**config.mk**
```make
export PLATFORM = sky130hd
export DESIGN_NAME = cct_mode_ctrl
export DESIGN_NICKNAME = d
export VERILOG_FILES = /design/src/hw/cct_pkg.sv /design/src/hw/cct_mode_ctrl.sv
export SDC_FILE = /design/constraint.sdc
export NUM_CORES = 1
export LEC_CHECK = 0
export ABC_CLOCK_PERIOD_IN_PS = 3300
export BUFFER_PORTS_ARGS = -buffer_cell sky130_fd_sc_hd__buf_2
export CELL_PAD_IN_SITES_DETAIL_PLACEMENT = 0
export CELL_PAD_IN_SITES_GLOBAL_PLACEMENT = 1
export CORE_MARGIN = 3
export CORE_UTILIZATION = 50
export CTS_CLUSTER_DIAMETER = 150
export CTS_CLUSTER_SIZE = 8
export DETAILED_ROUTE_END_ITERATION = 16
export HOLD_SLACK_MARGIN = 0.1
export PLACE_DENSITY = 0.95
export SLEW_MARGIN = 30
export SYNTH_ARGS = -nofsm -noshare
export SYNTH_HDL_FRONTEND = slang
export SYNTH_SLANG_ARGS = --single-unit
```
**constraint.sdc**
```tcl
create_clock -name pclk -period 3.3 [get_ports pclk]
set_clock_uncertainty 0.1 [all_clocks]
set_input_delay 0.33 -clock pclk [delete_from_list [all_inputs] [get_ports pclk]]
set_output_delay 0.33 -clock pclk [all_outputs]
set_load 0.01 [all_outputs]
```
**src/hw/cct_pkg.sv**
```systemverilog
// constants, register map and state codes for the can test and retry mode block
// assumes a 32-bit apb slave with byte addresses of 8 bits
package cct_pkg;

  // ==========================================================
  // register byte offsets
  localparam logic [7:0] CCT_OFS_CTRL     = 8'h00;  // retry disable, test, interrupt enable
  localparam logic [7:0] CCT_OFS_TEST     = 8'h04;  // test functions and receive pin mirror
  localparam logic [7:0] CCT_OFS_IF1_CMD  = 8'h08;  // first set command request
  localparam logic [7:0] CCT_OFS_IF1_CTL  = 8'h0c;  // first set message control
  localparam logic [7:0] CCT_OFS_IF1_DATA = 8'h10;  // first set payload
  localparam logic [7:0] CCT_OFS_IF2_CMD  = 8'h14;  // second set command request
  localparam logic [7:0] CCT_OFS_IF2_CTL  = 8'h18;  // second set message control
  localparam logic [7:0] CCT_OFS_IF2_DATA = 8'h1c;  // second set payload
  localparam logic [7:0] CCT_OFS_TXRQ     = 8'h20;  // per-object transmit request flags
  localparam logic [7:0] CCT_OFS_NEW_DATA_FLAG   = 8'h24;  // per-object new data flags

  // ==========================================================
  // field positions
  localparam int CCT_CTRL_IE_BIT   = 1;   // module interrupt enable
  localparam int CCT_CTRL_DAR_BIT  = 5;   // retry disable
  localparam int CCT_CTRL_TEST_BIT = 7;   // test enable
  localparam int CCT_TST_BASIC_BIT = 2;
  localparam int CCT_TST_SILENT_BIT = 3;
  localparam int CCT_TST_LOOP_BACK_ENABLE_BIT = 4;
  localparam int CCT_TST_TXLO_BIT  = 5;   // pin drive select low
  localparam int CCT_TST_TXHI_BIT  = 6;   // pin drive select high
  localparam int CCT_TST_RX_BIT    = 7;   // receive pin mirror, read only
  localparam int CCT_CMD_BUSY_BIT  = 15;
  localparam int CCT_CTL_NEW_DATA_FLAG_BIT = 15;
  localparam int CCT_CTL_MESSAGE_LOST_FLAG_BIT = 14;
  localparam int CCT_DLC_W         = 4;   // length code field width, lsb at bit 0

  // ==========================================================
  // reset values and levels
  localparam logic [31:0] CCT_RST_WORD = 32'h0000_0000;
  localparam logic        CCT_RECESSIVE = 1'b1;
  localparam logic        CCT_DOMINANT  = 1'b0;

  // pin drive select codes {high, low}
  localparam logic [1:0] CCT_PIN_NORMAL = 2'h0;  // serial data, reset state
  localparam logic [1:0] CCT_PIN_SAMPLE = 2'h1;  // sample point strobe
  localparam logic [1:0] CCT_PIN_DOM    = 2'h2;  // constant dominant
  localparam logic [1:0] CCT_PIN_REC    = 2'h3;  // constant recessive

  // basic mode transmit sequencer
  typedef enum logic [2:0] {
    CCT_B_IDLE = 3'b001,
    CCT_B_PEND = 3'b010,
    CCT_B_SEND = 3'b100
  } cct_btx_t;

endpackage : cct_pkg

```
**src/hw/cct_mode_ctrl.sv**
```systemverilog
// mode logic around a can protocol core: retry disable, test gate, silent,
// loop back, basic mode buffers and transmit pin function select
// assumes a protocol core beside it that reports start, done, fail and receive
// events as one-cycle pulses on pclk, and an apb master on the register side
//
// The placing of the registers and register access over APB were decided locally.
`timescale 1ns/10ps

module cct_mode_ctrl
  import cct_pkg::*;
#(
  parameter int NUM_OBJ = 32,               // message objects with flags
  parameter int SHIFT_W = 32,               // payload width of shift register
  parameter int OBJ_W   = $clog2(NUM_OBJ)
) (
  input  wire logic               pclk,
  input  wire logic               presetn,
  input  wire logic               ce,
  input  wire logic               psel,
  input  wire logic               penable,
  input  wire logic               pwrite,
  input  wire logic [7:0]         paddr,
  input  wire logic [31:0]        pwdata,
  output logic [31:0]             prdata,
  output logic                    pready,
  output logic                    pslverr,
  input  wire logic               can_rx,
  output logic                    can_tx,
  input  wire logic               core_tx,
  output logic                    core_rx,
  input  wire logic               sample_point,
  input  wire logic               bus_idle,
  input  wire logic               tx_start,
  input  wire logic               tx_done,
  input  wire logic               tx_fail,
  input  wire logic               rx_done,
  input  wire logic [CCT_DLC_W-1:0] rx_dlc,
  input  wire logic [SHIFT_W-1:0] shift_data,
  input  wire logic               int_pending,
  output logic                    core_tx_req,
  output logic [OBJ_W-1:0]        core_tx_obj,
  output logic                    core_tx_load,
  output logic [SHIFT_W-1:0]      core_tx_data,
  output logic [CCT_DLC_W-1:0]    core_tx_dlc,
  output logic                    core_retry_en,
  output logic                    core_silent,
  output logic                    core_ack_ignore,
  output logic                    irq_n,
  output logic                    wait_n
);

  // ==========================================================
  // state
  logic [31:0]          ctrl_reg;      // control word
  logic [4:0]           test_reg;      // stored test bits, basic..pin high
  logic                 if1_busy_reg;  // first set pending and locked
  logic [CCT_DLC_W-1:0] if1_dlc_reg;
  logic [SHIFT_W-1:0]   if1_data_reg;
  logic                 if2_new_data_flag_reg;
  logic                 if2_message_lost_flag_reg;
  logic [CCT_DLC_W-1:0] if2_dlc_reg;
  logic [SHIFT_W-1:0]   if2_data_reg;
  logic [NUM_OBJ-1:0]   txrq_reg;      // transmit request per object
  logic [NUM_OBJ-1:0]   new_data_flag_reg;    // new data per object
  logic                 tx_active_reg; // object frame on the bus
  logic [OBJ_W-1:0]     cur_obj_reg;   // object being sent
  cct_btx_t             bstate_reg;
  cct_btx_t             bstate_next;
  logic [OBJ_W-1:0]     pick_obj;      // lowest pending object

  // ==========================================================
  // apb decode: one wait cycle so read data comes from a flop
  wire acc       = psel & penable & ce;
  wire take      = acc & pready;               // completing edge
  wire wr_en     = take & pwrite;
  wire hit_ctrl  = paddr == CCT_OFS_CTRL;
  wire hit_test  = paddr == CCT_OFS_TEST;
  wire hit_c1    = paddr == CCT_OFS_IF1_CMD;
  wire hit_l1    = paddr == CCT_OFS_IF1_CTL;
  wire hit_d1    = paddr == CCT_OFS_IF1_DATA;
  wire hit_c2    = paddr == CCT_OFS_IF2_CMD;
  wire hit_l2    = paddr == CCT_OFS_IF2_CTL;
  wire hit_d2    = paddr == CCT_OFS_IF2_DATA;
  wire hit_txrq  = paddr == CCT_OFS_TXRQ;
  wire hit_nd    = paddr == CCT_OFS_NEW_DATA_FLAG;
  wire mapped    = hit_ctrl | hit_test | hit_c1 | hit_l1 | hit_d1 | hit_c2 | hit_l2
                 | hit_d2 | hit_txrq | hit_nd;

  // ==========================================================
  // mode decode
  wire test_en   = ctrl_reg[CCT_CTRL_TEST_BIT];
  wire retry_disable       = ctrl_reg[CCT_CTRL_DAR_BIT];
  wire ie        = ctrl_reg[CCT_CTRL_IE_BIT];
  // test functions exist only while test is enabled; stored bits stay put
  wire basic     = test_en & test_reg[0];
  wire silent    = test_en & test_reg[1];
  wire loop_back_enable     = test_en & test_reg[2];
  wire [1:0] pin_sel = test_en ? test_reg[4:3] : CCT_PIN_NORMAL;
  wire busy_wdat = pwdata[CCT_CMD_BUSY_BIT];
  wire wr_c1     = wr_en & hit_c1;
  wire wr_c2     = wr_en & hit_c2;
  // the first set is locked while a basic transmission is pending
  wire if1_open  = ~(basic & if1_busy_reg);
  wire wr_txrq   = wr_en & hit_txrq;
  wire wr_nd     = wr_en & hit_nd;
  // objects never take part in basic mode
  wire obj_start = tx_start & ~basic & ~silent;
  wire obj_done  = tx_done & tx_active_reg;
  wire obj_fail  = tx_fail & tx_active_reg;

  // ==========================================================
  // pin routing
  logic tx_func;
  always_comb begin
    unique case (pin_sel)
      CCT_PIN_NORMAL: tx_func = core_tx;
      CCT_PIN_SAMPLE: tx_func = sample_point;
      CCT_PIN_DOM:    tx_func = CCT_DOMINANT;
      CCT_PIN_REC:    tx_func = CCT_RECESSIVE;
    endcase
  end
  // silent keeps the bus recessive whatever else is chosen
  wire can_tx_next  = silent ? CCT_RECESSIVE : tx_func;
  // loop back ignores the pin; silent alone lets own dominant bits be seen
  wire core_rx_next = loop_back_enable  ? core_tx
                    : silent ? (core_tx & can_rx)
                    : can_rx;

  // ==========================================================
  // read mux
  wire [31:0] rd_ctrl = ctrl_reg;
  wire [31:0] rd_test = {24'h0, can_rx, test_reg[4:3], test_reg[2:0], 2'h0};
  wire [31:0] rd_c1   = 32'(if1_busy_reg) << CCT_CMD_BUSY_BIT;
  wire [31:0] rd_l1   = 32'(if1_dlc_reg);
  // only flags and length show; every other control bit reads zero
  wire [31:0] rd_l2   = (32'(if2_new_data_flag_reg) << CCT_CTL_NEW_DATA_FLAG_BIT)
                      | (32'(if2_message_lost_flag_reg) << CCT_CTL_MESSAGE_LOST_FLAG_BIT)
                      | 32'(if2_dlc_reg);
  wire [31:0] rd_mux  = hit_ctrl ? rd_ctrl
                      : hit_test ? rd_test
                      : hit_c1   ? rd_c1
                      : hit_l1   ? rd_l1
                      : hit_d1   ? 32'(if1_data_reg)
                      : hit_l2   ? rd_l2
                      : hit_d2   ? 32'(if2_data_reg)
                      : hit_txrq ? 32'(txrq_reg)
                      : hit_nd   ? 32'(new_data_flag_reg)
                      : CCT_RST_WORD;   // second command and unmapped read zero

  // ==========================================================
  // apb handshake and read data
  always_ff @(posedge pclk or negedge presetn) begin
    if (!presetn) begin
      pready  <= 1'b0;
      pslverr <= 1'b0;
      prdata  <= CCT_RST_WORD;
    end else if (ce) begin
      pready  <= acc & ~pready;
      pslverr <= acc & ~pready & ~mapped;
      prdata  <= (acc & ~pready & ~pwrite) ? rd_mux : prdata;
    end
  end

  // ==========================================================
  // control and test registers; test bits writable only in test mode
  always_ff @(posedge pclk or negedge presetn) begin
    if (!presetn) begin
      ctrl_reg <= CCT_RST_WORD;
      test_reg <= 5'h0;
    end else if (ce) begin
      if (wr_en & hit_ctrl) ctrl_reg <= pwdata;
      if (wr_en & hit_test & test_en) begin
        test_reg <= pwdata[CCT_TST_TXHI_BIT:CCT_TST_BASIC_BIT];
      end
    end
  end

  // ==========================================================
  // first set and basic transmit sequencer
  always_comb begin
    bstate_next = bstate_reg;
    unique case (bstate_reg)
      CCT_B_IDLE: if (basic & if1_busy_reg) bstate_next = CCT_B_PEND;
      // wait for an idle bus; silent never starts anything
      CCT_B_PEND: begin
        if (~if1_busy_reg | ~basic) bstate_next = CCT_B_IDLE;
        else if (bus_idle & ~silent) bstate_next = CCT_B_SEND;
      end
      CCT_B_SEND: begin
        if (tx_done) bstate_next = CCT_B_IDLE;
        // a failed frame retries only while busy still stands
        else if (tx_fail) bstate_next = (if1_busy_reg & ~retry_disable) ? CCT_B_PEND
                                                             : CCT_B_IDLE;
      end
      default: bstate_next = CCT_B_IDLE;
    endcase
  end

  always_ff @(posedge pclk or negedge presetn) begin
    if (!presetn) begin
      bstate_reg   <= CCT_B_IDLE;
      if1_busy_reg <= 1'b0;
      if1_dlc_reg  <= '0;
      if1_data_reg <= '0;
    end else if (ce) begin
      bstate_reg <= bstate_next;
      // completion clears busy unless software sets it in the same cycle
      if (wr_c1) if1_busy_reg <= busy_wdat;
      else if (bstate_reg == CCT_B_SEND && (tx_done || (tx_fail && retry_disable)))
        if1_busy_reg <= 1'b0;
      if (wr_en & hit_l1 & if1_open) if1_dlc_reg  <= pwdata[CCT_DLC_W-1:0];
      if (wr_en & hit_d1 & if1_open) if1_data_reg <= pwdata[SHIFT_W-1:0];
    end
  end

  // ==========================================================
  // second set: receive buffer and shift register snapshot
  // a new frame wins over a software clear in the same cycle
  wire rx_copy = basic & (rx_done | (wr_c2 & busy_wdat));
  always_ff @(posedge pclk or negedge presetn) begin
    if (!presetn) begin
      if2_new_data_flag_reg <= 1'b0;
      if2_message_lost_flag_reg <= 1'b0;
      if2_dlc_reg    <= '0;
      if2_data_reg   <= '0;
    end else if (ce) begin
      if (rx_copy) begin
        if2_data_reg <= shift_data;
        if2_dlc_reg  <= rx_dlc;
      end
      if (basic & rx_done) begin
        if2_new_data_flag_reg <= 1'b1;
        if2_message_lost_flag_reg <= if2_message_lost_flag_reg | if2_new_data_flag_reg;
      end else if (wr_en & hit_l2) begin
        if2_new_data_flag_reg <= pwdata[CCT_CTL_NEW_DATA_FLAG_BIT];
        if2_message_lost_flag_reg <= pwdata[CCT_CTL_MESSAGE_LOST_FLAG_BIT];
      end
    end
  end

  // ==========================================================
  // object flags: one slice per object
  for (genvar i = 0; i < NUM_OBJ; i++) begin : g_obj
    wire start_i = obj_start & (core_tx_obj == OBJ_W'(i));
    wire done_i  = obj_done & (cur_obj_reg == OBJ_W'(i));
    always_ff @(posedge pclk or negedge presetn) begin
      if (!presetn) begin
        txrq_reg[i]   <= 1'b0;
        new_data_flag_reg[i] <= 1'b0;
      end else if (ce) begin
        // software writes win; only the hardware clears lose to them
        if (wr_txrq) txrq_reg[i] <= pwdata[i];
        else if (retry_disable & start_i) txrq_reg[i] <= 1'b0;
        else if (~retry_disable & done_i) txrq_reg[i] <= 1'b0;
        if (wr_nd) new_data_flag_reg[i] <= pwdata[i];
        else if (done_i) new_data_flag_reg[i] <= 1'b0;
      end
    end
  end

  // lowest numbered pending object goes first
  always_comb begin
    pick_obj = '0;
    for (int k = NUM_OBJ - 1; k >= 0; k--) begin
      if (txrq_reg[k]) pick_obj = OBJ_W'(k);
    end
  end

  // ==========================================================
  // core side outputs, all registered
  always_ff @(posedge pclk or negedge presetn) begin
    if (!presetn) begin
      tx_active_reg   <= 1'b0;
      cur_obj_reg     <= '0;
      core_tx_obj     <= '0;
      core_tx_req     <= 1'b0;
      core_tx_load    <= 1'b0;
      core_tx_data    <= '0;
      core_tx_dlc     <= '0;
      core_retry_en   <= 1'b1;
      core_silent     <= 1'b0;
      core_ack_ignore <= 1'b0;
      can_tx          <= CCT_RECESSIVE;
      core_rx         <= CCT_RECESSIVE;
      irq_n           <= 1'b1;
      wait_n          <= 1'b1;
    end else if (ce) begin
      if (obj_start) begin
        tx_active_reg <= 1'b1;
        cur_obj_reg   <= core_tx_obj;
      end else if (obj_done | obj_fail) begin
        tx_active_reg <= 1'b0;
      end
      if (~tx_active_reg) core_tx_obj <= pick_obj;
      // no request at all while silent
      core_tx_req  <= ~silent & (basic ? (bstate_next == CCT_B_SEND)
                                       : (|txrq_reg));
      core_tx_load <= (bstate_reg == CCT_B_PEND) & (bstate_next == CCT_B_SEND);
      if (bstate_reg == CCT_B_PEND) begin
        core_tx_data <= if1_data_reg;
        core_tx_dlc  <= if1_dlc_reg;
      end
      // retries end with retry disable or with a basic abort
      core_retry_en   <= ~retry_disable & ~(basic & ~if1_busy_reg);
      core_silent     <= silent;
      core_ack_ignore <= loop_back_enable;
      can_tx          <= can_tx_next;
      core_rx         <= core_rx_next;
      irq_n           <= ~(ie & int_pending);
      // handler wait only outside basic mode
      wait_n          <= basic | ~(acc & ~pready & (hit_c1 | hit_c2));
    end
  end
endmodule : cct_mode_ctrl

```
==> metrics.md, run 1 <==
| Metric | Value |
|---|---|
| Critical path required time | 3590 ps |
| Largest net degree at the start of global routing | 94 |
| Post-CTS setup buffers | 0 |
| Sequential share of the synthesized area | 0.505 |
| Worst skew pair latency | 520 ps |
| Die Width | 169 um |
| Power Density | 460 mW/mm^2 |
| Sinks on Clock Net | 269 |
| Max-slew violations | 0 |
| Post-route ant nets | 0 |
| Pwr Total | 7.44 mW |
| Slowest stage delay, CP | 700 ps |
| Die footprint | 0.0287 sq mm |
| Worst Hold Path EP | tx_active_reg |
| Mapped Cells | 1196 |
| # IOs | 175 |
| Fraction of layout cells with a size suffix above 1 | 0.273 |
| Worst Tran Pin Value | 931 ps |
| Worst Hold Class | in -> reg |
| RR Startpoint | test_reg[1] |
| Ys async rst share | 1.00 |
| CP max stage cell | nand4b_1 |
| Row Count | 59 |
| Worst rel slew slack | 0.371 |
| Core area | 0.0261 sq mm |
| Final min period | 2740 ps |
| Hold path start | tx_fail |
| Max-cap check violation count | 0 |
| Worst R2R Path Depth | 5 |
| Post-detail-place hpwl | 26900 um |
| Leakage | 7.59 nW |
| Reg2reg setup slack | 560 ps |
| Final wirelength | 40500 um |
| Global-route wire length before repair | 64100 um |
| Worst Setup Start Kind | register |
| Finished Core Util | 0.618 |
| GRT Util Overall | 0.280 |
| DRT iter0 DRCs | 1263 |
| Crit Reg-Reg Endpoint | txrq_reg[1] |
| Setup crit end kind | register |
| # nets final | 1501 |
| Worst-path clk slew | 50 ps |
| Worst hold slack | 134 ps |
| # setup viols final | 0 |
| Syn nets | 1287 |
| Final hold violations | 0 |
| Status | finished clean |
| Vias in the first global route | 11.1k |
| Crit path max fanout | 16 |
| Sequence of cells on the critical path | o21ai_0 > nand4b_1 > nor4_1 > a2111oi_0 > a221o_1 |
| Post-DR vias/cell | 6.41 |
| Critical Path AT | 3030 ps |
| Period utilisation layout | 0.830 |
| TritonCTS Buffers | 39 |
| Hold Crit Depth | 4 |
| # port buffers | 174 |
| Initial antenna violation count | 1 |
| H-tree levels | 2 |
| Max Clock Freq | 0.365 GHz |
| Count of different cell masters after synthesis | 73 |
| Die height | 169 um |
| Register bit count reported by yosys | 269 |
| Clock Path Buffers | 3 |
| Post-synth EDFFs | 0 |
| # DRC | 0 |
| WL/cell | 23.1 um |
| Setup ws final | 562 ps |
| Routability Congestion | 0.921 |
| Initial core utilization | 0.510 |
| Pre-antenna DRT Iters | 5 |
| Root buf cell | clkbuf_16 |
| Primary FF master, synth | dfrtp_1 |
| Syn Area/Cell | 11.2 sq um |
| Yosys warnings | 0 |
| Global route total overflow | 0 |
| RSZ-0062 raised after global routing | no |
| CTS tree | yes |
| Synthesis-to-layout area growth | 21.2% |
| Peak supply drop | 0.000292 V |
| Pre-CTS WS | 600 ps |
| Synthesized area | 0.0133 sq mm |
| WS Path Type | reg -> reg |
| Via count | 11.2k |
| Setup_tns | 0 ps |
-- metal layers --
metal  global-route usage  part of all wire  up-vias  wire (um)
li1                     -                 -     4944          -
met1                0.403              0.43     5656      17500
met2                0.447              0.47      556      18900
met3               0.0482             0.080       80       3260
met4               0.0686             0.021        0        869
met5                    0                 0        -          0
-- logic make-up after synthesis --
logic type,after synthesis,synth area share
flops,269,0.505
mux,185,0.153
simple gates,296,0.125
compound gates,324,0.177
buf+inv,122,0.0401
-- cell type report --
class                      count  area, sq um
antenna                        1         2.50
clock buffer                  45          998
clock inverter                 2         13.8
fill                        2008         9970
inverter                      28          105
multi-input combinational    805         6070
sequential                   269         6740
tap                          335          419
timing repair buffer         267         1810
-- per-stage QoR --
stage / cell area, sq um / cells
after floorplan: 13300 / 1196
after global placement: 14500 / 1636
after detailed placement: 14500 / 1636
after CTS: 16200 / 1751
after global routing: 16200 / 1751
final: 16200 / 1752
-- worst max path at each step --
stage / from / end / slack [ps] / depth (start not counted)
final: test_reg[1] / txrq_reg[1] / 560 / 5
after global routing: test_reg[1] / txrq_reg[1] / 390 / 5
after CTS: test_reg[1] / txrq_reg[1] / 600 / 5
after detailed placement: test_reg[1] / txrq_reg[1] / 600 / 5
after global placement: test_reg[1] / txrq_reg[1] / 590 / 5
after floorplan: paddr[7] / if2_data_reg[0] / 1240 / 6
-- power by group --
group	total, mW	switching, mW	internal [mW]
sequential	3.42	0.0674	3.35
clock	3.44	1.35	2.10
combinational	0.575	0.356	0.219
total	7.44	1.77	5.67
-- placed cells by master, fill, tap and decap left out, types with 4 or more instances in the layout --
cell type / n
and3_1: 9
nor3_1: 42
inv_1: 27
nor3b_1: 6
mux2i_1: 35
dfstp_2: 6
mux2_1: 33
nand2_1: 48
nand3_1: 18
o2bb2ai_1: 11
o21ai_0: 94
nand4_1: 4
or2_2: 4
nor2b_1: 7
a22o_1: 55
dlygate4sd3_1: 68
a221o_1: 37
nand2b_1: 15
buf_4: 20
nor4_1: 23
a22oi_1: 7
a2111oi_0: 22
nor4bb_1: 4
buf_12: 5
buf_2: 173
clkbuf_1: 6
mux2_2: 117
and2_1: 21
nor4b_1: 4
clkbuf_16: 39
a31oi_1: 4
dfrtp_1: 263
nand4b_1: 6
o31ai_1: 5
a221oi_1: 18
nor2_1: 62
a21oi_1: 40
-- cell usage after synthesis, types with 22 or more instances --
library cell    n  area [sq um]
o21ai_0        94           470
nor4_1         23           144
dfrtp_1       263          6580
nor2_1         62           233
a2111oi_0      22           193
inv_1          27           101
a221o_1        37           370
mux2_2        117          1320
a21oi_1        40           200
a22o_1         55           482
mux2_1         33           372
nor3_1         42           210
clkbuf_1       58           218
nand2_1        48           180
mux2i_1        35           350
-- timing repair --
action / CTS / global route
hold buffers: 68 / 0
hold endpoints to repair: 235 / 0
gates resized for setup: 0 / 0
-- worst max-delay path: cells and delay by family (launching register included) --
family	cells	cell delay, ps
DFF	1	450
and+or+nand+nor	2	1180
AOI/OAI and AO/OA	3	890
(Power assumes the default switching activity.)
==> run 2: changes to the inputs <==
--- a/config.mk
+++ b/config.mk
@@ -5,17 +5,17 @@
 export SDC_FILE = /design/constraint.sdc
 export NUM_CORES = 1
 export LEC_CHECK = 0
-export ABC_CLOCK_PERIOD_IN_PS = 3300
+export ABC_CLOCK_PERIOD_IN_PS = 2410
 export BUFFER_PORTS_ARGS = -buffer_cell sky130_fd_sc_hd__buf_2
 export CELL_PAD_IN_SITES_DETAIL_PLACEMENT = 0
 export CELL_PAD_IN_SITES_GLOBAL_PLACEMENT = 1
 export CORE_MARGIN = 3
-export CORE_UTILIZATION = 50
+export CORE_UTILIZATION = 42
 export CTS_CLUSTER_DIAMETER = 150
 export CTS_CLUSTER_SIZE = 8
 export DETAILED_ROUTE_END_ITERATION = 16
 export HOLD_SLACK_MARGIN = 0.1
-export PLACE_DENSITY = 0.95
+export PLACE_DENSITY = 0.88
 export SLEW_MARGIN = 30
 export SYNTH_ARGS = -nofsm -noshare
 export SYNTH_HDL_FRONTEND = slang
==> constraint.sdc (replaced) <==
create_clock -name pclk -period 2.41 [get_ports pclk]
set_clock_uncertainty 0.1 [all_clocks]
set_input_delay 0.241 -clock pclk [delete_from_list [all_inputs] [get_ports pclk]]
set_output_delay 0.241 -clock pclk [all_outputs]
set_load 0.01 [all_outputs]
==> run 2 against run 1 <==
  * Flip-flop and latch count unchanged
  * Critical endpoint is now if2_message_lost_flag_reg
  * Final cell count grew 7.0%
  * First-iteration DRC count decreased by 10%
  * Worst hold slack got worse by 4.9 ps
  * Clock power rose by 42%
  * Critical path depth up 3
  * Sequential share of layout area is 1.7 points lower
==> metrics.md, run 2 (synthesized netlist as in run 1, its figures left out) <==
| Metric | Value |
|---|---|
| # port buffers | 174 |
| Routability Congestion | 0.934 |
| Seq pwr share | 0.448 |
| Final wirelength | 42200 um |
| GRT Util Overall | 0.246 |
| Critical Path AT | 2600 ps |
| Fraction of layout cells with a size suffix above 1 | 0.296 |
| Slowest stage delay, CP | 550 ps |
| Finished Core Util | 0.545 |
| Synthesis-to-layout area growth | 26.3% |
| Sinks on Clock Net | 269 |
| Commonest non-fill, non-tap cells in the layout | dfrtp_1 (263), buf_2 (173), mux2_2 (117), o21ai_0 (94), dlygate4sd3_1 (79) |
| Global route total overflow | 0 |
| Die footprint | 0.0339 sq mm |
| # nets final | 1561 |
| Pre-antenna DRT Iters | 7 |
| RSZ-0062 raised after global routing | no |
| Setup_tns | 0 ps |
| Worst Tran Pin Value | 772 ps |
| Power Density | 620 mW/mm^2 |
| H-tree levels | 2 |
| Status | finished clean |
| # setup viols final | 0 |
| Internal | 7.95 mW |
| Worst rel slew slack | 0.478 |
| Crit path max fanout | 4 |
| Post-layout instance area | 0.0168 sq mm |
| Clock Path Buffers | 3 |
| Die Width | 184 um |
| Sw power | 2.50 mW |
| Worst Setup Start Kind | register |
| # IOs | 175 |
| Post-CTS Resized | 0 |
| Sequence of cells on the critical path | nand2_1 > nor2_1 > buf_4 > buf_4 > nand2_1 > mux2i_1 > a21oi_1 > dlygate4sd3_1 |
| Core area | 0.0309 sq mm |
| CP max stage cell | dlygate4sd3_1 |
| Max Clock Freq | 0.435 GHz |
| Switching Fraction | 0.239 |
| Die height | 184 um |
| Vias in the first global route | 11.4k |
| Peak supply drop | 0.000476 V |
| Final hold violations | 0 |
| Post-route ant nets | 0 |
| Worst skew pair latency | 530 ps |
| Via count | 11.4k |
| Leakage | 7.93 nW |
| WL/cell | 22.5 um |
| DRT iter0 DRCs | 1131 |
| Critical path required time | 2700 ps |
| Max-cap check violation count | 0 |
| Root buf cell | clkbuf_16 |
| Largest net degree at the start of global routing | 66 |
| Global-route wire length before repair | 66300 um |
| Clock power share | 0.468 |
| Filler Cell Count | 2607 |
| # DRC | 0 |
| Worst path bufs/invs | 3 |
| Setup crit end kind | register |
| Worst Hold Class | in -> reg |
| Most common cell after layout, fill and taps aside | dfrtp_1 |
| Row Count | 64 |
| Initial antenna violation count | 2 |
| Combinational share of power | 0.084 |
| WS Path Type | reg -> reg |
| Max-slew violations | 0 |
| Worst-path clk slew | 60 ps |
| Post-CTS setup buffers | 0 |
| Final min period | 2300 ps |
| CTS tree | yes |
| Period utilisation layout | 0.955 |
| TritonCTS Buffers | 39 |
| Placed inst area | 0.0150 sq mm |
| Post-detail-place hpwl | 29000 um |
| Delay-heaviest family, CP | buffers and inverters |
| Post-DR vias/cell | 6.06 |
| Initial core utilization | 0.432 |
-- run 2: routing by layer --
layer / global-route usage / wire length (um) / share of wire
met3: 0.0387 / 2820 / 0.067
met4: 0.0662 / 838 / 0.020
met1: 0.349 / 18700 / 0.44
met5: 0 / 23 / 0.00055
met2: 0.396 / 19800 / 0.47
-- run 2: cell type report --
class	count	area, sq um	share of cell area
Clock buffer	48	1050	0.0625
Timing Repair Buffer	327	2380	0.141
Inverter	28	105	0.00624
Multi-Input combinational cell	805	6070	0.360
Antenna cell	1	2.50	0.000149
Tap cell	396	495	0.0294
Sequential cell	269	6740	0.400
Clock inverter	1	5.00	0.000297
-- run 2: final timing paths --
kind                       slack, ps       start                         to  cells past startpoint
setup / recovery                 110      pready  if2_message_lost_flag_reg                      8
hold / removal                   130    bus_idle               core_tx_load                      4
setup reg to reg                 110      pready  if2_message_lost_flag_reg                      8
hold reg to reg                  370  prdata[21]                 prdata[21]                      2
max in group asynchronous       1310     presetn              core_retry_en                      3
min in group asynchronous        190     presetn           if1_data_reg[24]                      2
-- run 2: timing repair --
item,4_1_cts,5_1_grt
hold buffers,79,0
endpoints found under the setup margin,0,0
hold endpoints to repair,451,0
-- run 2: worst reg2reg max path, delay by kind of cell, from the launching register on --
family	cells	cell delay [ps]
simple gates	3	570
compound gates	1	80
buf+inv	3	870
mux	1	160
flops	1	380
-- run 2: metrics by stage --
stage | total power, mW | cells | hold WS (ps) | setup WS [ps]
after floorplan | 5.05 | 1196 | -155 | 391
after global placement | 5.51 | 1746 | 153 | 234
after detailed placement | 5.52 | 1746 | 147 | 202
after CTS | 10.5 | 1874 | 115 | 141
after global routing | 10.8 | 1874 | 132 | 17.9
final | 10.5 | 1875 | 129 | 109
-- run 2: power by group through the flow --
stage / combinational [mW] / sequential, mW / clock [mW]
CTS: 0.876 / 4.67 / 4.96
finish: 0.880 / 4.68 / 4.89
floorplan: 0.325 / 4.73 / 0
detailed placement: 0.769 / 4.75 / 0
global placement: 0.763 / 4.74 / 0
global route: 0.950 / 4.68 / 5.17
